<file path="src/hdl/acq_trig_pkg.sv">
// shared constants and types for the acquisition trigger sequencer
package acq_trig_pkg;

    // trigger source selector codes
    localparam logic [1:0] SRC_TERMINAL = 2'h0;  // programmable function terminal
    localparam logic [1:0] SRC_COUNTER  = 2'h1;  // timer unit output
    localparam logic [1:0] SRC_INTERNAL = 2'h2;  // other internal signal
    localparam logic [1:0] SRC_ANALOG   = 2'h3;  // analog comparison event

    // sequencer states, gray coded along idle->delay->pre->arm->post
    typedef enum logic [2:0] {
        ST_IDLE  = 3'b000,
        ST_DELAY = 3'b001,
        ST_PRE   = 3'b011,
        ST_ARMED = 3'b010,
        ST_POST  = 3'b110
    } acq_state_t;

    // one trigger's selection
    typedef struct packed {
        logic       enable;     // trigger in use
        logic [1:0] source;     // source code
        logic [2:0] term_sel;   // terminal index
        logic       falling;    // edge or active-low level
    } trig_cfg_t;

    // acquisition configuration
    typedef struct packed {
        logic        finite;     // finite or continuous
        logic [23:0] total;      // sample count or buffer size
        logic [23:0] pretrig;    // pretrigger samples
        logic [23:0] start_dly;  // pacing ticks before first sample
        logic [23:0] pace_div;   // core cycles per pacing tick
    } acq_cfg_t;

    localparam logic [23:0] CNT_ZERO = 24'h00_0000;
    localparam logic [23:0] CNT_ONE  = 24'h00_0001;
    localparam int          SYNC_STAGES = 2;

endpackage : acq_trig_pkg

</file>
<file path="src/hdl/acq_trigger_control.sv">
// trigger sequencer for an analog acquisition timing engine
`timescale 1ns/10ps
`default_nettype none

// How it works
// - begin on trigger, else software command
// - finite by count or trigger; continuous by stop
// - without end trigger, record only after begin
// - programmable delay begin to first sample
// - begin source and edge selectable
// - analog begin uses first rising edge
// - begin trigger routed out, active-high pulse
// - posttrigger count is buffer minus pretrigger
// - end trigger ignored before pretrigger count
// - full buffer overwrites oldest sample circularly
// - after end trigger finish posttrigger count
// - end source and edge selectable
// - analog end uses configured edge
// - end trigger routed out, active-high default
// - hold trigger stops pacing clock while active
// - hold active level programmable
// - analog hold gates on event level
// - hold is level sensitive only
// - each pacing pulse starts one sample
module acq_trigger_control
    import acq_trig_pkg::*;
#(
    parameter int NUM_TERM = 8,     // programmable function terminals
    parameter int ADDR_W   = 24     // buffer address width
) (
    input  wire logic                core_clk,
    input  wire logic                rst_n,
    input  wire logic [NUM_TERM-1:0] programmable_function_terminal,
    input  wire logic                counter_out,
    input  wire logic                internal_sig,
    input  wire logic                analog_event,
    input  wire trig_cfg_t           begin_cfg,
    input  wire trig_cfg_t           end_cfg,
    input  wire trig_cfg_t           hold_cfg,
    input  wire acq_cfg_t            acq_cfg,
    input  wire logic                sw_start,
    input  wire logic                sw_stop,
    input  wire logic                route_end_invert,
    output logic                     acq_begin_trigger,
    output logic                     end_trigger_out,
    output logic                     sample_pacing_clock,
    output logic [ADDR_W-1:0]        write_addr,
    output logic                     running,
    output logic                     triggered,
    output logic                     done
);

    // raw source vector: terminals, counter, internal, analog
    localparam int NSRC = NUM_TERM + 3;
    logic [NSRC-1:0] raw_src;
    logic [NSRC-1:0] sync_a;     // first stage, read only by sync_b
    logic [NSRC-1:0] sync_b;     // usable synchronised level
    logic [NSRC-1:0] sync_d;     // delayed for edge detection

    assign raw_src = {analog_event, internal_sig, counter_out, programmable_function_terminal};

    // two-stage synchronisers, one per source
    // a source already high at release shows one rising edge; enable after it settles
    genvar gi;
    generate
        for (gi = 0; gi < NSRC; gi++) begin : g_sync
            always_ff @(posedge core_clk) begin
                if (!rst_n) begin
                    sync_a[gi] <= 1'b0;
                    sync_b[gi] <= 1'b0;
                    sync_d[gi] <= 1'b0;
                end else begin
                    sync_a[gi] <= raw_src[gi];
                    sync_b[gi] <= sync_a[gi];
                    sync_d[gi] <= sync_b[gi];
                end
            end
        end
    endgenerate

    // pick the synchronised level for one trigger
    function automatic logic pick_level(input trig_cfg_t c, input logic [NSRC-1:0] v);
        logic r;
        r = 1'b0;
        // the terminal index only matters for the terminal source
        case (c.source)
            SRC_TERMINAL: r = v[c.term_sel];
            SRC_COUNTER:  r = v[NUM_TERM];
            SRC_INTERNAL: r = v[NUM_TERM+1];
            SRC_ANALOG:   r = v[NUM_TERM+2];
            default:      r = 1'b0;
        endcase
        return r;
    endfunction

    // synchronised level now and one cycle ago for begin and end; hold uses the level now only
    logic begin_now, begin_old, end_now, end_old, hold_lvl;
    logic begin_edge, end_edge, hold_active;
    logic begin_fall, end_fall;

    assign begin_now = pick_level(begin_cfg, sync_b);
    assign begin_old = pick_level(begin_cfg, sync_d);
    assign end_now   = pick_level(end_cfg, sync_b);
    assign end_old   = pick_level(end_cfg, sync_d);
    assign hold_lvl  = pick_level(hold_cfg, sync_b);

    // analog begin always fires on rising edge
    assign begin_fall = (begin_cfg.source == SRC_ANALOG) ? 1'b0 : begin_cfg.falling;
    assign end_fall   = end_cfg.falling;
    // one pulse per qualifying edge
    assign begin_edge = begin_fall ? (begin_old & ~begin_now)
                                   : (~begin_old & begin_now);
    assign end_edge   = end_fall ? (end_old & ~end_now) : (~end_old & end_now);
    // level only; polarity programmable for every source
    assign hold_active = hold_cfg.enable & (hold_lvl ^ hold_cfg.falling);

    acq_state_t  state;
    logic [23:0] pace_cnt;      // divider for the pacing clock
    logic        pace_tick;     // free-running pacing tick
    logic [23:0] dly_cnt;       // start delay count
    logic [23:0] smp_cnt;       // samples taken in current phase
    logic [23:0] post_target;   // posttrigger samples
    logic        go;            // begin event in idle
    logic        sample;        // sample taken this cycle
    logic        capture_phase;

    assign pace_tick = (pace_cnt == CNT_ZERO);
    // posttrigger length is buffer size minus pretrigger
    assign post_target = acq_cfg.total - acq_cfg.pretrig;
    assign go = (state == ST_IDLE) &&
                (begin_cfg.enable ? begin_edge : sw_start);
    assign capture_phase = (state == ST_PRE) || (state == ST_ARMED) || (state == ST_POST);
    // pacing pulse is gated while hold is active; no sample before begin
    assign sample = capture_phase && pace_tick && !hold_active;

    // pacing divider runs free so hold release resumes on next tick
    // trade-off: the first sample may wait up to one divider period
    always_ff @(posedge core_clk) begin
        if (!rst_n) begin
            pace_cnt <= CNT_ZERO;
        end else if (pace_tick) begin
            pace_cnt <= (acq_cfg.pace_div == CNT_ZERO) ? CNT_ZERO
                                                       : acq_cfg.pace_div - CNT_ONE;
        end else begin
            pace_cnt <= pace_cnt - CNT_ONE;
        end
    end

    // main sequencer
    always_ff @(posedge core_clk) begin
        if (!rst_n) begin
            state   <= ST_IDLE;
            dly_cnt <= CNT_ZERO;
            smp_cnt <= CNT_ZERO;
            done    <= 1'b0;
        end else begin
            case (state)
                ST_IDLE: begin
                    // starts arriving while busy never reach here
                    if (go) begin
                        done    <= 1'b0;
                        smp_cnt <= CNT_ZERO;
                        dly_cnt <= acq_cfg.start_dly;
                        state   <= (acq_cfg.start_dly == CNT_ZERO) ? ST_PRE : ST_DELAY;
                    end
                end
                ST_DELAY: begin
                    // delay counted in pacing ticks; a continuous run may stop here
                    if (!acq_cfg.finite && sw_stop) begin
                        state <= ST_IDLE;
                        done  <= 1'b1;
                    end else if (pace_tick) begin
                        if (dly_cnt == CNT_ONE) begin
                            state <= ST_PRE;
                        end
                        dly_cnt <= dly_cnt - CNT_ONE;
                    end
                end
                ST_PRE: begin
                    // pretrigger phase, or the whole capture without an end trigger
                    if (sample) begin
                        smp_cnt <= smp_cnt + CNT_ONE;
                    end
                    if (!acq_cfg.finite) begin
                        // continuous: stop on software only
                        if (sw_stop) begin
                            state <= ST_IDLE;
                            done  <= 1'b1;
                        end
                    end else if (end_cfg.enable) begin
                        // arm only after pretrigger samples are in
                        if (smp_cnt + (sample ? CNT_ONE : CNT_ZERO) >= acq_cfg.pretrig) begin
                            state <= ST_ARMED;
                        end
                    end else if (sample && smp_cnt + CNT_ONE >= acq_cfg.total) begin
                        state <= ST_IDLE;
                        done  <= 1'b1;
                    end
                end
                ST_ARMED: begin
                    // samples keep wrapping while waiting
                    if (end_edge) begin
                        smp_cnt <= CNT_ZERO;
                        if (post_target == CNT_ZERO) begin
                            state <= ST_IDLE;
                            done  <= 1'b1;
                        end else begin
                            state <= ST_POST;
                        end
                    end
                end
                ST_POST: begin
                    // posttrigger samples, then done
                    if (sample) begin
                        smp_cnt <= smp_cnt + CNT_ONE;
                        if (smp_cnt + CNT_ONE >= post_target) begin
                            state <= ST_IDLE;
                            done  <= 1'b1;
                        end
                    end
                end
                default: state <= ST_IDLE;
            endcase
        end
    end

    // circular write pointer over the finite buffer
    always_ff @(posedge core_clk) begin
        if (!rst_n) begin
            write_addr <= '0;
        end else if (go) begin
            // every start restarts the buffer at zero
            write_addr <= '0;
        end else if (sample) begin
            if (acq_cfg.finite && write_addr + 1'b1 >= acq_cfg.total[ADDR_W-1:0]) begin
                write_addr <= '0;
            end else begin
                write_addr <= write_addr + 1'b1;
            end
        end
    end

    // registered outputs
    always_ff @(posedge core_clk) begin
        if (!rst_n) begin
            acq_begin_trigger   <= 1'b0;
            end_trigger_out     <= 1'b0;
            sample_pacing_clock <= 1'b0;
            running             <= 1'b0;
            triggered           <= 1'b0;
        end else begin
            acq_begin_trigger   <= go;
            // routed end pulse, active high unless inverted
            end_trigger_out     <= ((state == ST_ARMED) && end_edge) ^ route_end_invert;
            // one pulse per sample, never while held
            sample_pacing_clock <= sample;
            // high from the start pulse until back in idle
            running             <= (state != ST_IDLE) && !go ? 1'b1 : go;
            triggered           <= (state == ST_POST);
        end
    end

    // guards on the sequencer, all on the core clock
    // a pretrigger phase never jumps straight to posttrigger
    a_end_ignored_pre: assert property (@(posedge core_clk) disable iff (!rst_n)
        (state == ST_PRE) |=> (state != ST_POST)) else $error("end trigger taken early");
    // arming needs the full pretrigger count
    a_armed_pretrig: assert property (@(posedge core_clk) disable iff (!rst_n)
        (state == ST_ARMED) |-> (smp_cnt >= acq_cfg.pretrig)) else $error("armed too soon");
    // held pacing produces no sample pulse
    a_hold_blocks: assert property (@(posedge core_clk) disable iff (!rst_n)
        hold_active |=> !sample_pacing_clock) else $error("sample during hold");
    // start pulse lasts exactly one cycle
    a_begin_pulse: assert property (@(posedge core_clk) disable iff (!rst_n)
        go |=> acq_begin_trigger ##1 !acq_begin_trigger) else $error("begin pulse bad");
    // nothing sampled before the begin event
    a_idle_no_sample: assert property (@(posedge core_clk) disable iff (!rst_n)
        (state == ST_IDLE) |-> !sample) else $error("sample before begin");
    // posttrigger counter stays below its target
    a_post_count: assert property (@(posedge core_clk) disable iff (!rst_n)
        (state == ST_POST) |-> (smp_cnt < post_target)) else $error("post overrun");
    // a qualifying edge gives a single pulse
    a_edge_single: assert property (@(posedge core_clk) disable iff (!rst_n)
        begin_edge |=> !begin_edge) else $error("double edge pulse");
    // start delay holds off the first sample
    a_delay_first: assert property (@(posedge core_clk) disable iff (!rst_n)
        (state == ST_DELAY) |-> !sample) else $error("sample in delay");
    // software stop ends a continuous run at once
    a_cont_stop: assert property (@(posedge core_clk) disable iff (!rst_n)
        (state == ST_PRE && !acq_cfg.finite && sw_stop) |=> (state == ST_IDLE && done))
        else $error("stop ignored");
    // plain finite capture never exceeds its count
    a_finite_count: assert property (@(posedge core_clk) disable iff (!rst_n)
        (state == ST_PRE && acq_cfg.finite && !end_cfg.enable && acq_cfg.total != CNT_ZERO)
        |-> (smp_cnt < acq_cfg.total)) else $error("finite overrun");
    // finite pointer wraps inside the buffer
    a_addr_wrap: assert property (@(posedge core_clk) disable iff (!rst_n)
        (acq_cfg.finite && sample_pacing_clock && acq_cfg.total != CNT_ZERO)
        |-> (write_addr < acq_cfg.total[ADDR_W-1:0])) else $error("pointer past buffer");
    // accepted end edge shows on the routed output
    a_end_route: assert property (@(posedge core_clk) disable iff (!rst_n)
        (state == ST_ARMED && end_edge) |=> (end_trigger_out != $past(route_end_invert)))
        else $error("end pulse missing");

endmodule : acq_trigger_control

`default_nettype wire

</file>
<file path="config.mk">
export PLATFORM = sky130hd
export DESIGN_NAME = acq_trigger_control
export DESIGN_NICKNAME = d
export VERILOG_FILES = /design/src/hdl/acq_trig_pkg.sv /design/src/hdl/acq_trigger_control.sv
export SDC_FILE = /design/constraint.sdc
export NUM_CORES = 1
export LEC_CHECK = 0
export ABC_CLOCK_PERIOD_IN_PS = 11930
export BUFFER_PORTS_ARGS = -buffer_cell sky130_fd_sc_hd__clkbuf_2
export CAP_MARGIN = 20
export CORE_MARGIN = 1
export CORE_UTILIZATION = 64
export DETAILED_ROUTE_END_ITERATION = 8
export HOLD_SLACK_MARGIN = 0.05
export PLACE_DENSITY_LB_ADDON = 0.15
export SLEW_MARGIN = 20
export SYNTH_ARGS = -nofsm -noshare
export SYNTH_HDL_FRONTEND = slang
export SYNTH_SLANG_ARGS = --single-unit
</file>
<file path="constraint.sdc">
create_clock -name core_clk -period 11.93 [get_ports core_clk]
set_input_delay 0 -clock core_clk [delete_from_list [all_inputs] [get_ports core_clk]]
set_output_delay 0 -clock core_clk [all_outputs]
set_load 0.05 [all_outputs]
</file>
==> results of run 1 <==
[how the worst max path moves through the flow]
| stage | start | end | slack (ns) | depth (start not counted) |
|---|---|---|---|---|
| floorplan | pace_cnt[18] | state[0] | 7.22 | 21 |
| global placement | pace_cnt[18] | state[0] | 6.86 | 19 |
| detailed placement | pace_cnt[18] | state[0] | 6.74 | 19 |
| CTS | pace_cnt[18] | state[0] | 6.68 | 19 |
| global route | pace_cnt[16] | state[0] | 6.16 | 19 |
| finish | pace_cnt[16] | state[0] | 6.61 | 19 |
[synth_stat cells (all sizes together) (5+ instances only)]
library cell | instances | area share, %
ha | 128 | 13
o21a | 28 | 1.8
a211o | 6 | 0.44
a21oi | 111 | 4.7
nor2 | 168 | 5.3
mux4 | 8 | 1.5
nand2 | 106 | 3.3
a31oi | 18 | 0.94
a41oi | 7 | 0.51
a22oi | 6 | 0.38
and3 | 24 | 1.3
nand2b | 20 | 1.0
a211oi | 9 | 0.56
o21ai | 67 | 2.9
nand3b | 10 | 0.63
a21o | 26 | 1.6
o221a | 8 | 0.75
clkbuf | 61 | 1.9
o211ai | 10 | 0.63
or3 | 16 | 0.84
buf | 8 | 0.38
a21boi | 25 | 1.6
nor2b | 10 | 0.52
dfxtp | 138 | 23
o31ai | 6 | 0.38
inv | 84 | 2.6
nor3 | 46 | 2.0
xnor2 | 74 | 5.4
and2 | 46 | 2.4
nor4 | 28 | 1.5
o21bai | 6 | 0.38
mux2i | 13 | 1.1
nand4 | 25 | 1.4
o41ai | 5 | 0.37
nand3 | 72 | 3.0
or4 | 15 | 0.97
xor2 | 42 | 3.1
or2 | 8 | 0.42
and4 | 7 | 0.51
o2111ai | 5 | 0.37
[worst max-delay path: cells and delay by family, from the launching register on]
family | cells | cell delay (ns)
flip-flops | 1 | 0.38
AO/OA/AOI/OAI | 5 | 0.88
XOR/XNOR | 1 | 0.17
adder cells (fa/ha/maj) | 3 | 0.68
AND/OR/NAND/NOR | 10 | 3.11
[flip-flops by register name (all words and copies together) (netlist names)]
| register | cells |
|---|---|
| acq_begin_trigger | 1 |
| dly_cnt | 24 |
| done | 1 |
| end_trigger_out | 1 |
| pace_cnt | 24 |
| running | 1 |
| sample_pacing_clock | 1 |
| smp_cnt | 24 |
| state | 3 |
| sync_a | 11 |
| sync_b | 11 |
| sync_d | 11 |
| triggered | 1 |
| write_addr | 24 |
[where the power goes]
part | internal [mW] | switching (mW)
sequential | 0.537 | 0.0780
clock | 0.319 | 0.223
combinational | 0.382 | 0.614
total | 1.24 | 0.915
[cell families (layout without fill, tap and decap cells)]
logic type	after synthesis	in the layout	share of synthesized area, %
AOI/OAI and AO/OA	384	384	21.4
xor gates and xnor gates	116	116	8.49
adders and majority gates	129	129	13.5
buffers and inverters	153	335	4.93
DFF	138	138	23.1
muxes	21	21	2.59
and+or+nand+nor	613	613	26.0
[metrics by stage]
| stage | util (%) | cells | instance area [µm²] | setup WS [ns] |
|---|---|---|---|---|
| floorplan | - | 1554 | 12000 | 7.22 |
| global placement | 71.0 | 1884 | 12900 | 6.86 |
| detailed placement | 71.0 | 1884 | 12900 | 6.74 |
| CTS | 77.0 | 1965 | 14000 | 6.68 |
| global route | 77.0 | 1965 | 14000 | 6.16 |
| finish | 77.0 | 1965 | 14000 | 6.61 |
[cell type report]
| type | instances | area, µm² | share of cell area [%] |
|---|---|---|---|
| Multi-Input combinational cell | 1263 | 8640 | 61.9 |
| Sequential cell | 138 | 2760 | 19.8 |
| Timing Repair Buffer | 219 | 1360 | 9.73 |
| Clock buffer | 19 | 443 | 3.17 |
| Inverter | 84 | 315 | 2.26 |
| Tap cell | 229 | 287 | 2.05 |
| Clock inverter | 13 | 158 | 1.13 |
[metal layers]
layer  GRT usage [%]  share of wire [%]
met1            39.4                 40
met5               0                  0
met3            4.52                5.3
met4            20.3                5.3
met2            63.3                 50
==> summary.txt, run 1 <==
Status
  • Status: finished with violations
  • Violated checks: design-rule violations

Layout
  • Filler Cell Count: approximately 1400
  • Layout Nets: approximately 2000
  • Most frequent cells in the layout: 167 x nor2_1, 163 x clkbuf_2, 138 x dfxtp_1
  • Commonest non-fill, non-tap cell in the layout: nor2_1
  • Area grow syn2layout: 16.7%
  • Layout cell share with drive strength beyond 1: 13.9%
  • # diodes: 0

Route
  • Remaining DRCs: 7
  • DR iter-0 viols: 858
  • Final wirelength: 34100 µm
  • Drt wl/cell: between 15 and 20 µm
  • Via count: 12189
  • DRT Pass-1 Iters: 9
  • Vias per inst: ~6.2
  • Post-DRT Antenna Nets: 0

STA
  • Max Freq: 188 MHz
  • Minimum hold slack: 0.0499 ns
  • Post-route clock period utilization: between 40% and 50%
  • Final Hold Vio Count: 0
  • Final setup TNS: 0 ns
  • Fin crit period: about 5.3 ns
  • Worst clock skew: roughly 0.013 ns
  • Finish-stage setup viols: 0
  • RSZ-0062 raised after global routing: no
  • Tightest Pin Transition: 1.06 ns
  • Slew Limit Fails: 0
  • Max_slew headroom: around 29%

Synth
  • Main synth FF type: dfxtp_1
  • Mapped Cells: roughly 1600
  • Syn Nets: between 1500 and 2000
  • Mapped cell area: between 10000 and 15000 µm²
  • Distinct cells, synth: 76
  • Number of enable flip-flop cells after synthesis: 0
  • Post-synth ARST share: 0%
  • Synth Register Bits: between 100 and 150
  • Syn_area_per_cell: about 7.7 µm²
  • Seq/Total Area, Yosys: roughly 23%
  • Yosys Warn Count: 0

Critical path
  • Crit path DAT: about 5.7 ns
  • Reg2Reg Capture Point: state[0]
  • Setup CP Type: reg -> reg
  • R2r worst-path depth: 19
  • Crit Path Max Fanout: 6
  • Critical Path End Type: register
  • Slowest CP cell: nor4_1
  • Worst EP required: between 10 and 15 ns
  • Flop-to-flop setup slack: about 6.6 ns
  • CP Cell Sequence: or4_1, or4_4, nor3_2, o311a_1, ha_1, ha_1, nand3_1, nor4_1, nand2_1, xnor2_1, ha_1, a21o_1, a21oi_1, and3_1, o41ai_1, a21oi_1, nand4b_1, nor3_1, nor4bb_1
  • Worst r2r src: pace_cnt[16]
  • Worst Setup Start Kind: register
  • CP max stage delay: 0.72 ns
  • Critical Path Most Common Cell: ha_1

Die
  • Core ar.: about 18000 µm²
  • DIE HEIGHT: 139 µm
  • Site row count: 49
  • I/O Pins: 164
  • Die width: around 140 µm
  • Initial Utilization: between 60% and 70%
  • DIE AREA: between 15000 and 20000 µm²

Power
  • Leak Pwr: 6.37 nW
  • VDD IR-drop max: about 0.13 mV
  • Power Total: 2.15 mW
  • Pwr Density: ~150 nW/µm²

Hold path
  • Hold path cells: 4
  • Hold Startpoint: acq_cfg[38]
  • Worst hold endpoint: dly_cnt[14]
  • Hold WC Path Type: in -> reg

CTS
  • Reg clk slew, reported paths: ~0.070 ns
  • Worst-Skew Late Latency: 0.43 ns
  • Clock sink count: 138
  • CTS tree: yes
  • Hold_buf cts: between 40 and 50
  • H-tree depth: 4
  • Setup Buffers After CTS: 0
  • Post-CTS sizing: 0
  • CTS buffer count: 17
  • Clk root buf: clkbuf_16
  • Max clock buf depth: 2

Place
  • Placer Congestion: 0.958
  • Number of port buffers: approximately 160
  • Final HPWL DP: 24800 µm

Global routing
  • Largest net degree at the start of global routing: 103
  • Initial antenna violation count: 0
  • Final global-route overflow total: 0
  • Global Route Usage Sum: a little over a third
  • Vias in the first global route: around 11000
  • First-pass GRT wire length: between 50000 and 60000 µm

Job
  • Max_cap viols: 0
Power figures use the tool's default switching activity.
==> run 2: changes to the inputs <==
- ABC_CLOCK_PERIOD_IN_PS: 11930 -> 4700
- CORE_UTILIZATION: 64 -> 54
- clock period: 11.93 -> 4.7 ns (I/O delays scaled with it)
==> run 2 against run 1 <==
  * The flow now finishes without violations
  * Clock power increased to 2.6 times the previous value
  * Register-to-register slack got worse by 6.6 ns
  * Critical path depth increased by 1
  * Final cell count increased by 5.1%
  * Setup slack got worse by 6.6 ns
  * First-iteration DRC count decreased by 29%
  * Combinational power increased to 2.7 times the previous value
  * Die area increased by 18%
  * Core utilization decreased by 9.6 points
  * Non-clock buffer count increased by 50
  * Sequential share of layout area decreased by 0.93 points
  * Routed wire length increased by 1.6%
  * Highest routed layer unchanged
==> summary.txt, run 2 (same netlist as run 1, synthesis figures left out) <==
Status
  • Status: completed

Critical path
  • Worst EP required: 5.03 ns (-7.23 ns)
  • Setup CP Type: reg -> reg
  • Slowest CP cell: or4_4
  • CP Cell Sequence: or4_4, or4_4, nor3_4, o311a_4, ha_4, ha_4, nand3_4, buf_4, nor4_4, xor2_1, ha_1, a21o_1, a21o_1, a21oi_2, and3_4, o41ai_2, a21oi_2, nand4b_1, nor3_1, nor4bb_1
  • Critical Path End Type: register
  • CP bufs+invs: 1 (+1)
  • Crit Path Max Fanout: 4 (-2)
  • Crit path DAT: 4.98 ns (-0.67 ns)
  • Worst Setup Start Kind: register
  • CP max stage delay: 0.53 ns (-0.19 ns)
  • Worst path top cell family by delay: simple AND/OR/NAND/NOR gates

STA
  • Tightest Pin Transition: 0.962 ns (-0.0938 ns)
  • Post-route clock period utilization: 98.9% (+54 points)
  • Fin crit period: 4.65 ns (-0.668 ns)
  • Max Freq: 215 MHz (+14%)
  • Max_slew headroom: 35.9% (+6.6 points)
  • Worst clock skew: 0.0137 ns (+0.00116 ns)
  • Final worst setup slack: 0.0503 ns (-6.56 ns)
  • Final Hold Vio Count: 0 (unchanged)
  • Minimum hold slack: 0.0495 ns (-0.000422 ns)
  • Slew Limit Fails: 0 (unchanged)
  • Finish-stage setup viols: 0 (unchanged)
  • RSZ-0062 raised after global routing: yes

Global routing
  • Largest net degree at the start of global routing: 103 (unchanged)
  • Vias in the first global route: 11463 (+0.052%)
  • Global Route Usage Sum: 30.2% (-4.7 points)
  • First-pass GRT wire length: 54600 µm (-0.21%)
  • Final global-route overflow total: 0 (unchanged)
  • Initial antenna violation count: 0 (unchanged)

Place
  • Placer Congestion: 0.953 (-0.50%)
  • Final HPWL DP: 25800 µm (+3.8%)
  • Number of port buffers: 163 (unchanged)
  • Worst slack at placement: -0.100 ns (-6.84 ns)
  • Dpl cells: 1977 (+4.9%)

Layout
  • # diodes: 0 (unchanged)
  • Most frequent cells in the layout: 163 x nor2_1, 163 x clkbuf_2, 137 x dfxtp_1
  • Final Non-Filler Cells: 2066 (+5.1%)
  • Layout cell share with drive strength beyond 1: 17.9% (+4.0 points)
  • Area grow syn2layout: 22.5%
  • Layout Nets: 2036 (+2.5%)
  • Post-layout util: 67.4% (-9.6 points)

Power
  • Leak Pwr: 6.68 nW (+4.9%)
  • Pwr Density: 382 nW/µm² (+150%)
  • VDD IR-drop max: 0.310 mV (+140%)

Job
  • Max_cap viols: 0 (unchanged)

Route
  • DR iter-0 viols: 608 (-29%)
  • DRT Pass-1 Iters: 5 (-4)
  • Vias per inst: 5.89 (-5.0%)
  • Via count: 12176 (-0.11%)
  • Remaining DRCs: 0 (-7)
  • Final wirelength: 34600 µm (+1.6%)
  • Drt wl/cell: 16.8 µm (-3.4%)
  • Post-DRT Antenna Nets: 0 (unchanged)

Die
  • I/O Pins: 164 (unchanged)
  • Core ar.: 21800 µm² (+20%)
  • Initial Utilization: 55.0% (-11 points)
  • DIE AREA: 22800 µm² (+18%)
  • DIE HEIGHT: 151 µm (+8.7%)
  • Die width: 151 µm (+8.7%)
  • Site row count: 54 (+10%)

CTS
  • Worst-Skew Late Latency: 0.43 ns (about the same)
  • CTS tree: yes
  • Clock sink count: 138 (unchanged)
  • Clk root buf: clkbuf_16
  • Reg clk slew, reported paths: 0.07 ns (about the same)
  • CTS buffer count: 17 (unchanged)
  • H-tree depth: 4 (unchanged)
  • Max clock buf depth: 2 (unchanged)

Hold path
  • Hold WC Path Type: in -> reg
-- run 2: per-layer routing --
metal | GRT usage (%) | vias up | routed length (µm)
li1 | - | 6062 | -
met3 | 4.13 | 87 | 1440
met1 | 34.3 | 5659 | 14100
met2 | 54.9 | 368 | 17500
met4 | 15.6 | 0 | 1550
met5 | 0 | - | 0
-- run 2: cell type report --
| cell class | count | area, µm² |
|---|---|---|
| Multi-Input combinational cell | 1263 | 8870 |
| Clock inverter | 13 | 156 |
| Sequential cell | 138 | 2760 |
| Tap cell | 280 | 350 |
| Timing Repair Buffer | 269 | 1760 |
| Clock buffer | 19 | 443 |
| Inverter | 84 | 315 |
| Fill cell | 1894 | 7100 |
-- run 2: worst paths after layout --
path / end / cells after the start / from / slack [ns]
worst max-delay path: state[0] / 20 / pace_cnt[18] / 0.05
worst min-delay path: dly_cnt[22] / 5 / acq_cfg[46] / 0.05
worst max register to register: state[0] / 20 / pace_cnt[18] / 0.05
worst min register to register: sync_b[9] / 1 / sync_a[9] / 0.44
-- run 2: tightest hold or removal path: stages --
cell and delay (ns):
clkbuf_2 0.09, nor2_1 0.09, a31oi_1 0.04, o21ai_0 0.15
a21oi_1 0.05
-- run 2: metrics by stage --
step	setup TNS (ns)	total power, mW	cell area, µm²
2_1_floorplan	0	3.43	12000
3_3_place_gp	-0.0258	4.03	13300
3_5_place_dp	-0.206	4.08	13300
4_1_cts	0	5.53	14400
5_1_grt	-0.327	5.98	14700
6_report	0	5.59	14700
-- run 2: report_power, final --
group | internal (mW) | leakage, nW | total (mW) | switching (mW)
registers | 1.36 | 1.13 | 1.54 | 0.174
clock network | 0.811 | 0.281 | 1.39 | 0.576
logic | 1.09 | 5.27 | 2.67 | 1.58
-- run 2: what timing repair did --
item,in CTS,in global routing
hold endpoints to repair,50,0
cloned,0,0
gates resized for setup,6,38
endpoints found under the setup margin,3,3
pin swaps,2,20
setup buffers,1,6
hold buffers,50,0
